===== src/hw/dsm_pkg.sv =====
// dsm_pkg: constants and types for the detector settings menu
// assumes a 25 MHz system clock; time figures are turned into cycles here
package dsm_pkg;
  // system clock rate
  localparam int CLK_HZ = 25_000_000;
  // times in milliseconds
  localparam int HOLD_MS = 6000;
  localparam int DEB_MS = 20;
  localparam int INHIBIT_MS = 60000;
  localparam int AUTOCAL_MS = 30000;
  // times in clock cycles
  localparam int HOLD_CYC = CLK_HZ / 1000 * HOLD_MS;
  localparam int DEB_CYC = CLK_HZ / 1000 * DEB_MS;
  localparam int INHIBIT_CYC = CLK_HZ / 1000 * INHIBIT_MS;
  localparam int AUTOCAL_CYC = CLK_HZ / 1000 * AUTOCAL_MS;
  // slave address range and reset
  localparam logic [7:0] ADDR_MIN = 8'h01;
  localparam logic [7:0] ADDR_MAX = 8'hf7;
  localparam logic [7:0] ADDR_RST = 8'h01;
  // bit rate index: 0=110 1=300 2=1200 3=2400 4=4800 5=9600 6=19200
  localparam logic [2:0] BAUD_MIN = 3'h0;
  localparam logic [2:0] BAUD_MAX = 3'h6;
  localparam logic [2:0] BAUD_RST = 3'h5;
  // fixed framing 8-N-1
  localparam logic [3:0] FRM_DATA_BITS = 4'h8;
  localparam logic [1:0] FRM_STOP_BITS = 2'h1;
  localparam logic FRM_PARITY_EN = 1'b0;
  // contrast range and reset
  localparam logic [6:0] CON_MIN = 7'h01;
  localparam logic [6:0] CON_MAX = 7'h40;
  localparam logic [6:0] CON_RST = 7'h1d;
  // loop trims in units of 10 uA
  localparam logic [11:0] ZERO_RST = 12'h190;
  localparam logic [11:0] ZERO_MIN = 12'h12c;
  localparam logic [11:0] ZERO_MAX = 12'h1f4;
  localparam logic [11:0] FULL_RST = 12'h7d0;
  localparam logic [11:0] FULL_MIN = 12'h76c;
  localparam logic [11:0] FULL_MAX = 12'h834;
  // register byte offsets
  localparam logic [11:0] REG_STATUS = 12'h000;
  localparam logic [11:0] REG_CFG = 12'h004;
  localparam logic [11:0] REG_TRIM = 12'h008;
  localparam logic [11:0] REG_CALTGT = 12'h00c;
  localparam logic [11:0] REG_CALCTL = 12'h010;
  localparam logic [11:0] REG_FLOAT = 12'h014;
  localparam logic [11:0] REG_FLOAT_TX = 12'h018;
  // register reset values
  localparam logic [15:0] CALTGT_RST = 16'h0000;
  localparam logic [31:0] FLOAT_RST = 32'h0000_0000;
  // menu screens
  typedef enum logic [3:0] {
    S_NORMAL, S_FAULT_FS, S_CAL_METHOD, S_ADDR, S_BAUD,
    S_LOOP_ENTRY, S_ZERO, S_FULL, S_CONTRAST
  } dsm_scr_t;
  // stored settings travelling together
  typedef struct packed {
    logic fault_fs;
    logic cal_auto;
    logic [7:0] addr;
    logic [2:0] baud;
    logic [6:0] contrast;
    logic [11:0] zero_trim;
    logic [11:0] full_trim;
  } dsm_cfg_t;
endpackage


===== src/hw/dsm_debounce.sv =====
// dsm_debounce: synchroniser and debouncer for one push button
// assumes an asynchronous, active-high button level from a pin
`timescale 1ns/1ns
`default_nettype none
module dsm_debounce #(
  parameter int DEB_CYC = 500000
) (
  // clock and reset
  input wire logic clk,
  input wire logic arst_n,
  // raw pin
  input wire logic btn,
  // debounced level and edges
  output logic lvl_r,
  output logic press_r,
  output logic rel_r
);
  // refuse a settle time the counter cannot hold
  if (DEB_CYC < 1) begin : g_bad
    $error("debounce count must be at least one");
  end
  logic s1_r; // first sync stage, read only by s2_r
  logic s2_r; // second sync stage
  logic [31:0] cnt_r; // settle counter

  // two-stage synchroniser
  always_ff @(posedge clk or negedge arst_n) begin
    if (!arst_n) begin
      s1_r <= 1'b0;
      s2_r <= 1'b0;
    end else begin
      s1_r <= btn;
      s2_r <= s1_r;
    end
  end

  // level accepted only after it stays put for the settle time
  always_ff @(posedge clk or negedge arst_n) begin
    if (!arst_n) begin
      cnt_r <= 32'h0;
      lvl_r <= 1'b0;
      press_r <= 1'b0;
      rel_r <= 1'b0;
    end else begin
      press_r <= 1'b0;
      rel_r <= 1'b0;
      if (s2_r == lvl_r) begin
        cnt_r <= 32'h0;
      end else if (cnt_r >= 32'(DEB_CYC - 1)) begin
        // new stable level: one pulse per edge
        cnt_r <= 32'h0;
        lvl_r <= s2_r;
        press_r <= s2_r;
        rel_r <= ~s2_r;
      end else begin
        cnt_r <= cnt_r + 32'h1;
      end
    end
  end
endmodule
`default_nettype wire


===== src/hw/dsm_menu.sv =====
// dsm_menu: three-button settings menu of a gas detector with APB access
// assumes button and strap pins are asynchronous; rx address
// inputs come from link logic on the same clock
//
// The APB register port and the address map are this design's own decisions.
`timescale 1ns/1ns
`default_nettype none
// Overview of operation
// - menu entry after six-second menu hold
// - selectable fault polarity, default deassert
// - light variant: fixed fail-safe, no screen
// - fault screen: inc/dec choose, menu advances
// - inc manual, dec auto; manual default
// - combustible and CO2 variants: auto only
// - auto cal: wait, then force target
// - slave address 1 to 247, default 1
// - answer only frames for own address
// - fixed 8-N-1 framing on both ends
// - floats sent least significant byte first
// - seven bit rates, default 9600
// - loop entry: inc trims, else contrast
// - zero trim adjust, menu stores, advance
// - full-scale screen drives loop full scale
// - contrast 1 to 64, default 29
// - menu release advances; last exits
// - alarms inhibited a minute after exit
module dsm_menu
  import dsm_pkg::*;
#(
  parameter int CLK_RATE = CLK_HZ,
  parameter int HOLD_CYCLES = HOLD_CYC,
  parameter int DEB_CYCLES = DEB_CYC,
  parameter int INHIBIT_CYCLES = INHIBIT_CYC,
  parameter int AUTOCAL_CYCLES = AUTOCAL_CYC
) (
  // clock and reset
  input wire logic clk,
  input wire logic arst_n,
  // apb slave
  input wire logic psel,
  input wire logic penable,
  input wire logic pwrite,
  input wire logic [11:0] paddr,
  input wire logic [31:0] pwdata,
  output logic [31:0] prdata,
  output logic pready,
  output logic pslverr,
  // front-panel buttons and variant straps
  input wire logic btn_menu,
  input wire logic btn_inc,
  input wire logic btn_dec,
  input wire logic light_variant,
  input wire logic combustible_gas_variant,
  input wire logic co2_variant,
  // fault terminal
  input wire logic fault_in,
  output logic fault_out_r,
  // link side
  input wire logic rx_addr_vld,
  input wire logic [7:0] rx_addr,
  output logic addr_match_r,
  output logic bit_tick_r,
  output logic [31:0] float_tx_r,
  // calibration
  output logic cal_force_r,
  output logic [15:0] cal_value_r,
  // menu state and settings
  output dsm_scr_t scr_r,
  output dsm_cfg_t cfg_r,
  output logic loop_full_r,
  output logic alarm_inhibit_r
);
  // refuse counts the logic cannot serve
  if (HOLD_CYCLES < 1 || INHIBIT_CYCLES < 1 || AUTOCAL_CYCLES < 1) begin : g_bad
    $error("timing counts must be at least one");
  end
  if (CLK_RATE < 2 * 19200) begin : g_slow
    $error("clock too slow for the highest bit rate");
  end

  logic m_lvl, m_press, m_rel; // menu button
  logic i_lvl, i_press, i_rel; // increment button
  logic d_lvl, d_press, d_rel; // decrement button
  logic [2:0] st1_r, st2_r; // strap and fault syncs
  logic f1_r, f2_r;
  logic [31:0] hold_cnt_r; // menu hold timer
  logic swallow_r; // ignore release that entered the menu
  logic [11:0] zero_edit_r, full_edit_r; // trims being edited
  logic [31:0] inh_cnt_r; // post-menu inhibit timer
  logic [31:0] cal_cnt_r; // auto-cal wait timer
  logic cal_busy_r;
  logic [15:0] caltgt_r; // auto-cal target
  logic cal_start; // software start pulse
  logic [31:0] float_r; // value to send
  logic [31:0] baud_cnt_r, baud_div;
  logic wr_en, rd_en; // apb phases
  logic light_s, comb_s, auto_only;
  dsm_scr_t adv;

  assign light_s = st2_r[0];
  assign comb_s = st2_r[1];
  assign auto_only = st2_r[1] | st2_r[2];

  dsm_debounce #(.DEB_CYC(DEB_CYCLES)) u_deb_m (.clk(clk), .arst_n(arst_n),
    .btn(btn_menu), .lvl_r(m_lvl), .press_r(m_press), .rel_r(m_rel));
  dsm_debounce #(.DEB_CYC(DEB_CYCLES)) u_deb_i (.clk(clk), .arst_n(arst_n),
    .btn(btn_inc), .lvl_r(i_lvl), .press_r(i_press), .rel_r(i_rel));
  dsm_debounce #(.DEB_CYC(DEB_CYCLES)) u_deb_d (.clk(clk), .arst_n(arst_n),
    .btn(btn_dec), .lvl_r(d_lvl), .press_r(d_press), .rel_r(d_rel));

  // straps and fault level pass two flops
  always_ff @(posedge clk or negedge arst_n) begin
    if (!arst_n) begin
      st1_r <= 3'h0;
      st2_r <= 3'h0;
      f1_r <= 1'b0;
      f2_r <= 1'b0;
    end else begin
      st1_r <= {co2_variant, combustible_gas_variant, light_variant};
      st2_r <= st1_r;
      f1_r <= fault_in;
      f2_r <= f1_r;
    end
  end

  // screen after the current one, skipping screens a variant hides
  always_comb begin
    case (scr_r)
      S_NORMAL: adv = light_s ? (auto_only ? S_ADDR : S_CAL_METHOD) : S_FAULT_FS;
      S_FAULT_FS: adv = auto_only ? S_ADDR : S_CAL_METHOD;
      S_CAL_METHOD: adv = S_ADDR;
      S_ADDR: adv = S_BAUD;
      S_BAUD: adv = S_LOOP_ENTRY;
      S_LOOP_ENTRY: adv = S_CONTRAST;
      S_ZERO: adv = S_FULL;
      S_FULL: adv = S_CONTRAST;
      S_CONTRAST: adv = S_NORMAL;
      default: adv = S_NORMAL;
    endcase
  end

  // menu hold timer in normal operation
  always_ff @(posedge clk or negedge arst_n) begin
    if (!arst_n) begin
      hold_cnt_r <= 32'h0;
    end else if (scr_r != S_NORMAL || !m_lvl) begin
      hold_cnt_r <= 32'h0;
    end else if (hold_cnt_r < 32'(HOLD_CYCLES)) begin
      hold_cnt_r <= hold_cnt_r + 32'h1;
    end
  end

  // screen sequencer
  always_ff @(posedge clk or negedge arst_n) begin
    if (!arst_n) begin
      scr_r <= S_NORMAL;
      swallow_r <= 1'b0;
    end else begin
      case (scr_r)
        S_NORMAL: begin
          if (m_lvl && hold_cnt_r == 32'(HOLD_CYCLES - 1)) begin
            scr_r <= adv;
            swallow_r <= 1'b1;
          end
        end
        S_LOOP_ENTRY: begin
          // inc opens trims, dec or menu skips
          if (i_rel) begin
            scr_r <= S_ZERO;
          end else if (d_rel || m_rel) begin
            scr_r <= S_CONTRAST;
          end
        end
        default: begin
          if (m_rel && swallow_r) begin
            swallow_r <= 1'b0;
          end else if (m_rel) begin
            scr_r <= adv;
          end
        end
      endcase
    end
  end

  // fault polarity setting
  always_ff @(posedge clk or negedge arst_n) begin
    if (!arst_n) begin
      cfg_r.fault_fs <= 1'b0;
    end else if (scr_r == S_FAULT_FS) begin
      if (i_rel) begin
        cfg_r.fault_fs <= 1'b1;
      end else if (d_rel) begin
        cfg_r.fault_fs <= 1'b0;
      end
    end
  end

  // fault terminal drive
  always_ff @(posedge clk or negedge arst_n) begin
    if (!arst_n) begin
      fault_out_r <= 1'b1;
    end else if (light_s) begin
      fault_out_r <= f2_r;
    end else begin
      fault_out_r <= cfg_r.fault_fs ? f2_r : ~f2_r;
    end
  end

  // calibration method
  always_ff @(posedge clk or negedge arst_n) begin
    if (!arst_n) begin
      cfg_r.cal_auto <= 1'b0;
    end else if (scr_r == S_CAL_METHOD) begin
      if (i_rel) begin
        cfg_r.cal_auto <= 1'b0;
      end else if (d_rel) begin
        cfg_r.cal_auto <= 1'b1;
      end
    end
  end

  // slave address
  always_ff @(posedge clk or negedge arst_n) begin
    if (!arst_n) begin
      cfg_r.addr <= ADDR_RST;
    end else if (scr_r == S_ADDR) begin
      if (i_rel && cfg_r.addr < ADDR_MAX) begin
        cfg_r.addr <= cfg_r.addr + 8'h01;
      end else if (d_rel && cfg_r.addr > ADDR_MIN) begin
        cfg_r.addr <= cfg_r.addr - 8'h01;
      end
    end
  end

  // bit rate selection
  always_ff @(posedge clk or negedge arst_n) begin
    if (!arst_n) begin
      cfg_r.baud <= BAUD_RST;
    end else if (scr_r == S_BAUD) begin
      if (i_rel && cfg_r.baud < BAUD_MAX) begin
        cfg_r.baud <= cfg_r.baud + 3'h1;
      end else if (d_rel && cfg_r.baud > BAUD_MIN) begin
        cfg_r.baud <= cfg_r.baud - 3'h1;
      end
    end
  end

  // loop trims: edit copies, store on menu
  always_ff @(posedge clk or negedge arst_n) begin
    if (!arst_n) begin
      zero_edit_r <= ZERO_RST;
      full_edit_r <= FULL_RST;
      cfg_r.zero_trim <= ZERO_RST;
      cfg_r.full_trim <= FULL_RST;
    end else begin
      case (scr_r)
        S_LOOP_ENTRY: begin
          // start from the stored values
          zero_edit_r <= cfg_r.zero_trim;
          full_edit_r <= cfg_r.full_trim;
        end
        S_ZERO: begin
          if (i_rel && zero_edit_r < ZERO_MAX) begin
            zero_edit_r <= zero_edit_r + 12'h001;
          end else if (d_rel && zero_edit_r > ZERO_MIN) begin
            zero_edit_r <= zero_edit_r - 12'h001;
          end else if (m_rel) begin
            cfg_r.zero_trim <= zero_edit_r;
          end
        end
        S_FULL: begin
          if (i_rel && full_edit_r < FULL_MAX) begin
            full_edit_r <= full_edit_r + 12'h001;
          end else if (d_rel && full_edit_r > FULL_MIN) begin
            full_edit_r <= full_edit_r - 12'h001;
          end else if (m_rel) begin
            cfg_r.full_trim <= full_edit_r;
          end
        end
        default: begin
          zero_edit_r <= zero_edit_r;
        end
      endcase
    end
  end

  // contrast
  always_ff @(posedge clk or negedge arst_n) begin
    if (!arst_n) begin
      cfg_r.contrast <= CON_RST;
    end else if (scr_r == S_CONTRAST) begin
      if (i_rel && cfg_r.contrast < CON_MAX) begin
        cfg_r.contrast <= cfg_r.contrast + 7'h01;
      end else if (d_rel && cfg_r.contrast > CON_MIN) begin
        cfg_r.contrast <= cfg_r.contrast - 7'h01;
      end
    end
  end

  // loop forced to full scale and alarm inhibit
  always_ff @(posedge clk or negedge arst_n) begin
    if (!arst_n) begin
      loop_full_r <= 1'b0;
      inh_cnt_r <= 32'h0;
      alarm_inhibit_r <= 1'b0;
    end else begin
      loop_full_r <= (scr_r == S_FULL);
      // inhibit in menu and a minute after
      if (scr_r != S_NORMAL) begin
        inh_cnt_r <= 32'(INHIBIT_CYCLES);
        alarm_inhibit_r <= 1'b1;
      end else if (inh_cnt_r != 32'h0) begin
        inh_cnt_r <= inh_cnt_r - 32'h1;
        alarm_inhibit_r <= (inh_cnt_r != 32'h1);
      end else begin
        alarm_inhibit_r <= 1'b0;
      end
    end
  end

  // timed automatic calibration
  always_ff @(posedge clk or negedge arst_n) begin
    if (!arst_n) begin
      cal_busy_r <= 1'b0;
      cal_cnt_r <= 32'h0;
      cal_force_r <= 1'b0;
      cal_value_r <= CALTGT_RST;
    end else begin
      cal_force_r <= 1'b0;
      if (cal_start && !cal_busy_r && (cfg_r.cal_auto || auto_only)) begin
        cal_busy_r <= 1'b1;
        cal_cnt_r <= 32'(AUTOCAL_CYCLES - 1);
      end else if (cal_busy_r && cal_cnt_r != 32'h0) begin
        cal_cnt_r <= cal_cnt_r - 32'h1;
      end else if (cal_busy_r) begin
        cal_busy_r <= 1'b0;
        cal_force_r <= 1'b1;
        cal_value_r <= caltgt_r;
      end
    end
  end

  // link helpers: address filter, byte order, bit clock enable
  always_comb begin
    case (cfg_r.baud)
      3'h0: baud_div = 32'(CLK_RATE / 110);
      3'h1: baud_div = 32'(CLK_RATE / 300);
      3'h2: baud_div = 32'(CLK_RATE / 1200);
      3'h3: baud_div = 32'(CLK_RATE / 2400);
      3'h4: baud_div = 32'(CLK_RATE / 4800);
      3'h5: baud_div = 32'(CLK_RATE / 9600);
      default: baud_div = 32'(CLK_RATE / 19200);
    endcase
  end

  always_ff @(posedge clk or negedge arst_n) begin
    if (!arst_n) begin
      addr_match_r <= 1'b0;
      float_tx_r <= FLOAT_RST;
      baud_cnt_r <= 32'h0;
      bit_tick_r <= 1'b0;
    end else begin
      addr_match_r <= rx_addr_vld && (rx_addr == cfg_r.addr);
      float_tx_r <= {float_r[7:0], float_r[15:8], float_r[23:16], float_r[31:24]};
      // one tick per bit of 8-N-1 frame
      if (baud_cnt_r >= baud_div - 32'h1) begin
        baud_cnt_r <= 32'h0;
        bit_tick_r <= 1'b1;
      end else begin
        baud_cnt_r <= baud_cnt_r + 32'h1;
        bit_tick_r <= 1'b0;
      end
    end
  end

  // apb: one wait state; reads sampled while pready is low, writes taken when pready is high
  assign rd_en = psel && penable && !pready;
  assign wr_en = psel && penable && pready && pwrite;
  assign cal_start = wr_en && paddr == REG_CALCTL && pwdata[0];

  always_ff @(posedge clk or negedge arst_n) begin
    if (!arst_n) begin
      pready <= 1'b0;
      prdata <= 32'h0;
      pslverr <= 1'b0;
    end else begin
      pready <= rd_en;
      pslverr <= 1'b0;
      prdata <= 32'h0;
      if (rd_en) begin
        case (paddr)
          REG_STATUS: prdata <= {18'h0, FRM_PARITY_EN, FRM_STOP_BITS, FRM_DATA_BITS,
                                 cal_busy_r, alarm_inhibit_r, loop_full_r, 4'(scr_r)};
          REG_CFG: prdata <= {10'h0, cfg_r.contrast, cfg_r.baud, cfg_r.addr,
                              cfg_r.cal_auto, cfg_r.fault_fs, light_s, comb_s};
          REG_TRIM: prdata <= {4'h0, cfg_r.full_trim, 4'h0, cfg_r.zero_trim};
          REG_CALTGT: prdata <= {16'h0, caltgt_r};
          REG_CALCTL: prdata <= {31'h0, cal_busy_r};
          REG_FLOAT: prdata <= float_r;
          REG_FLOAT_TX: prdata <= float_tx_r;
          default: pslverr <= 1'b1;
        endcase
      end
    end
  end

  // software-written registers
  always_ff @(posedge clk or negedge arst_n) begin
    if (!arst_n) begin
      caltgt_r <= CALTGT_RST;
      float_r <= FLOAT_RST;
    end else if (wr_en && paddr == REG_CALTGT) begin
      caltgt_r <= pwdata[15:0];
    end else if (wr_en && paddr == REG_FLOAT) begin
      float_r <= pwdata;
    end
  end
endmodule
`default_nettype wire


===== config.mk =====
export PLATFORM = sky130hd
export DESIGN_NAME = dsm_menu
export DESIGN_NICKNAME = d
export VERILOG_FILES = /design/src/hw/dsm_pkg.sv /design/src/hw/dsm_debounce.sv /design/src/hw/dsm_menu.sv
export SDC_FILE = /design/constraint.sdc
export NUM_CORES = 1
export LEC_CHECK = 0
export ABC_CLOCK_PERIOD_IN_PS = 3300
export BUFFER_PORTS_ARGS = -buffer_cell sky130_fd_sc_hd__buf_2
export CORE_MARGIN = 5
export CORE_UTILIZATION = 35
export DETAILED_ROUTE_END_ITERATION = 8
export PLACE_DENSITY = 0.52
export SLEW_MARGIN = 10
export SYNTH_ARGS = -nofsm -noshare
export SYNTH_HDL_FRONTEND = slang
export SYNTH_SLANG_ARGS = --single-unit

===== constraint.sdc =====
create_clock -name clk -period 3.3 [get_ports clk]
set_input_delay 0.825 -clock clk [delete_from_list [all_inputs] [get_ports clk]]
set_output_delay 0.825 -clock clk [all_outputs]
set_load 0.005 [all_outputs]

==> results.sh <==
export IMPL_cts_resized=0
export IMPL_ios=201
export IMPL_finalSetupTns_ns=0
export IMPL_maxCapViolCount=0
export IMPL_slew_headroom_pct=38.7
export IMPL_slowest_stage="dfstp_2"
export IMPL_numCtsBuffers=50
export IMPL_rows=91
export IMPL_cts_tree="done"
export IMPL_via_count=16732
export IMPL_synth_area_mm2=0.0216
export IMPL_clkTransAtPathRegs_ns=0.06
export IMPL_post_dp_hpwl_mm=43.7
export IMPL_cp_start_kind="flip-flop"
export IMPL_postLayoutCellArea_mm2=0.0260
export IMPL_largest_reg_flops=44
export IMPL_drv_slew=0
export IMPL_yosysWarnings=0
export IMPL_synth_seq_area_share_pct=52.8
export IMPL_placed_area_mm2=0.0242
export IMPL_final_cell_mix="428 x dfrtp_1, 228 x nor2_1, 205 x nand2_1"
export IMPL_grt_ovfl_total=0
export IMPL_synthFlopType="dfrtp_1"
export IMPL_synth_edff_count=0
export IMPL_clk_path_buf_depth=3
export IMPL_hold_path_class="in2async"
export IMPL_layout_commonest_cell="dfrtp_1"
export IMPL_nets=2481
export IMPL_grt_setup_unrepaired="false"
export IMPL_cp_slowest_stage_delay_ns=0.57
export IMPL_start_util_pct=35.2
export IMPL_post_cts_setup_buffers=0
export IMPL_syn_to_final_growth_pct=20.3
export IMPL_detail_route_first_pass_iterations=5
export IMPL_grt_pass1_vias=16526
export IMPL_die_area_mm2=0.0668
export IMPL_path_common_cell="o21ai_0"
export IMPL_ys_types=85
export IMPL_fmax_mhz=322
export IMPL_grt_max_degree=82
export IMPL_cp_data_arrival_time_ns=3.63
export IMPL_die_h_um=258
export IMPL_status="complete, no violations"
export IMPL_htree_levels=2
export IMPL_worstPathCellList="o211ai_1 -> a32oi_2 -> ha_1 -> a211oi_1 -> o21ai_0 -> a31oi_1 -> xor2_1 -> o21ai_0 -> mux2_2"
export IMPL_power_leakage_nw=12.2
export IMPL_hold_viol_final=0
export IMPL_clock_sinks=454
export IMPL_worst_pin_slew_ns=0.918
export IMPL_path_class="reg2reg"
export IMPL_ant_nets=0
export IMPL_clockRootBuffer="clkbuf_16"
export IMPL_grt_pass1_wl_mm=94.6
export IMPL_crit_buf_inv=0
export IMPL_period_minus_slack_ns=3.11
export IMPL_port_buffers=200
export IMPL_routed_wl_mm=60.0
export IMPL_die_w_um=258
export IMPL_via_per_inst=5.26
export IMPL_core_area_mm2=0.0614
export IMPL_r2r_start="full_edit_r[4]"
export IMPL_startpoint="full_edit_r[4]"
export IMPL_regMostFlops="cfg_r"
export IMPL_synth_seq_cells=454
export IMPL_worstPathRequired_ns=3.82
export IMPL_drive_gt1_share_pct=21.4
export IMPL_finalSetupViolCount=0
export IMPL_p_per_area_mw_per_mm2=458
export IMPL_skew_ns=0.0257
export IMPL_place_congestion=0.888
export IMPL_wire_per_inst_um=18.9
export IMPL_cp_end_kind="flip-flop"
export IMPL_path_max_fanout=7
export IMPL_power_mw=11.9
export IMPL_drt_iter0_drc=1141
export IMPL_syn_area_per_cell_um2=10.5
export IMPL_antenna_found_initial=3
export IMPL_drt_drc_violations_left=0
export IMPL_post_route_period_util_pct=94.2
export IMPL_cts_hold_buf=0
export IMPL_ir_worst_vdd_mv=0.309
export IMPL_gr_usage_all_layers_pct=17.6
export IMPL_critical_path_top_delay_family="compound AO/OA/AOI/OAI gates"
export IMPL_synthCells=2057
export IMPL_synth_async_reset_ratio_pct=100
export IMPL_clk_latency_ns=0.59
-- Yosys cell counts, drive strengths merged (13+ instances only) --
master,instances,area [µm²]
a21oi,81,405
or4,24,195
xor2,102,893
nor4,53,365
a22oi,17,128
a222oi,24,240
nor3,61,310
nand4,46,288
dfstp,26,683
inv,39,146
nand2,205,769
or3,16,100
nand3,85,425
nor2,230,866
ha,65,813
dfrtp,428,10700
mux2,81,912
mux2i,13,130
and3,28,175
o21ai,70,350
clkbuf,74,278
o211ai,16,120
a21o,15,113
xnor2,85,744
-- per-layer routing --
metal	up-vias	part of all wire [%]	wire, µm	global-route usage (%)
met5	-	0	0	0
met4	0	2.6	1580	5.16
met3	90	5.8	3460	3.14
met2	458	45	27000	27.6
met1	8251	47	28000	25.2
li1	7933	-	-	-
-- final cells by class --
type / instances / area, µm²
Antenna cell: 3 / 7.51
Sequential cell: 454 / 11400
Clock inverter: 20 / 258
Clock buffer: 73 / 1500
Inverter: 40 / 150
Tap cell: 790 / 988
Fill cell: 5814 / 35400
Timing Repair Buffer: 278 / 1710
Multi-Input combinational cell: 1525 / 9970
-- cells by family (layout without fill, tap and decap cells) --
kind of cell             Yosys count  in the layout  share of synthesized area [%]
flip-flops                       454            454                           52.8
buffers and inverters            122            411                           2.19
AO/OA/AOI/OAI                    320            320                           10.0
other                              2             49                         0.0348
XOR/XNOR                         187            187                           7.59
AND/OR/NAND/NOR                  809            809                           18.4
multiplexers                      96             96                           5.04
adder cells (fa/ha/maj)           67             67                           3.95
-- worst register-to-register path, stage by stage (launching register included) --
cell and delay [ns]:
dfstp_2 0.57, o211ai_1 0.19, a32oi_2 0.50, ha_1 0.34, a211oi_1 0.49, o21ai_0 0.19
a31oi_1 0.24, xor2_1 0.16, o21ai_0 0.09, mux2_2 0.27
-- where the power goes --
part | switching [mW] | internal, mW | leakage, nW
clock network | 2.30 | 3.62 | 0.865
registers | 0.0255 | 5.61 | 5.95
logic | 0.236 | 0.111 | 5.34
total | 2.56 | 9.34 | 12.2
-- path summary, 6_finish.rpt --
path	endpoint	slack [ns]	depth (start not counted)
max	full_edit_r[7]	0.19	9
min	cfg_r[5]	0.21	1
max reg2reg	full_edit_r[7]	0.19	9
min reg2reg	f2_r	0.35	0
max in group asynchronous	u_deb_d.cnt_r[27]	2.20	2
min in group clk	u_deb_i.s1_r	0.34	1
-- metrics by stage --
stage          hold WS, ns  setup WS [ns]  std cells  util, %
6_report             0.206          0.191       3183     42.3
5_1_grt              0.269         0.0204       3180     42.3
4_1_cts              0.252         0.0417       3180     42.2
3_5_place_dp         0.335         0.0911       3087     39.4
3_3_place_gp         0.336          0.170       3087     39.4
2_1_floorplan        0.331          0.243       2101        -
Power figures use the tool's default switching activity.
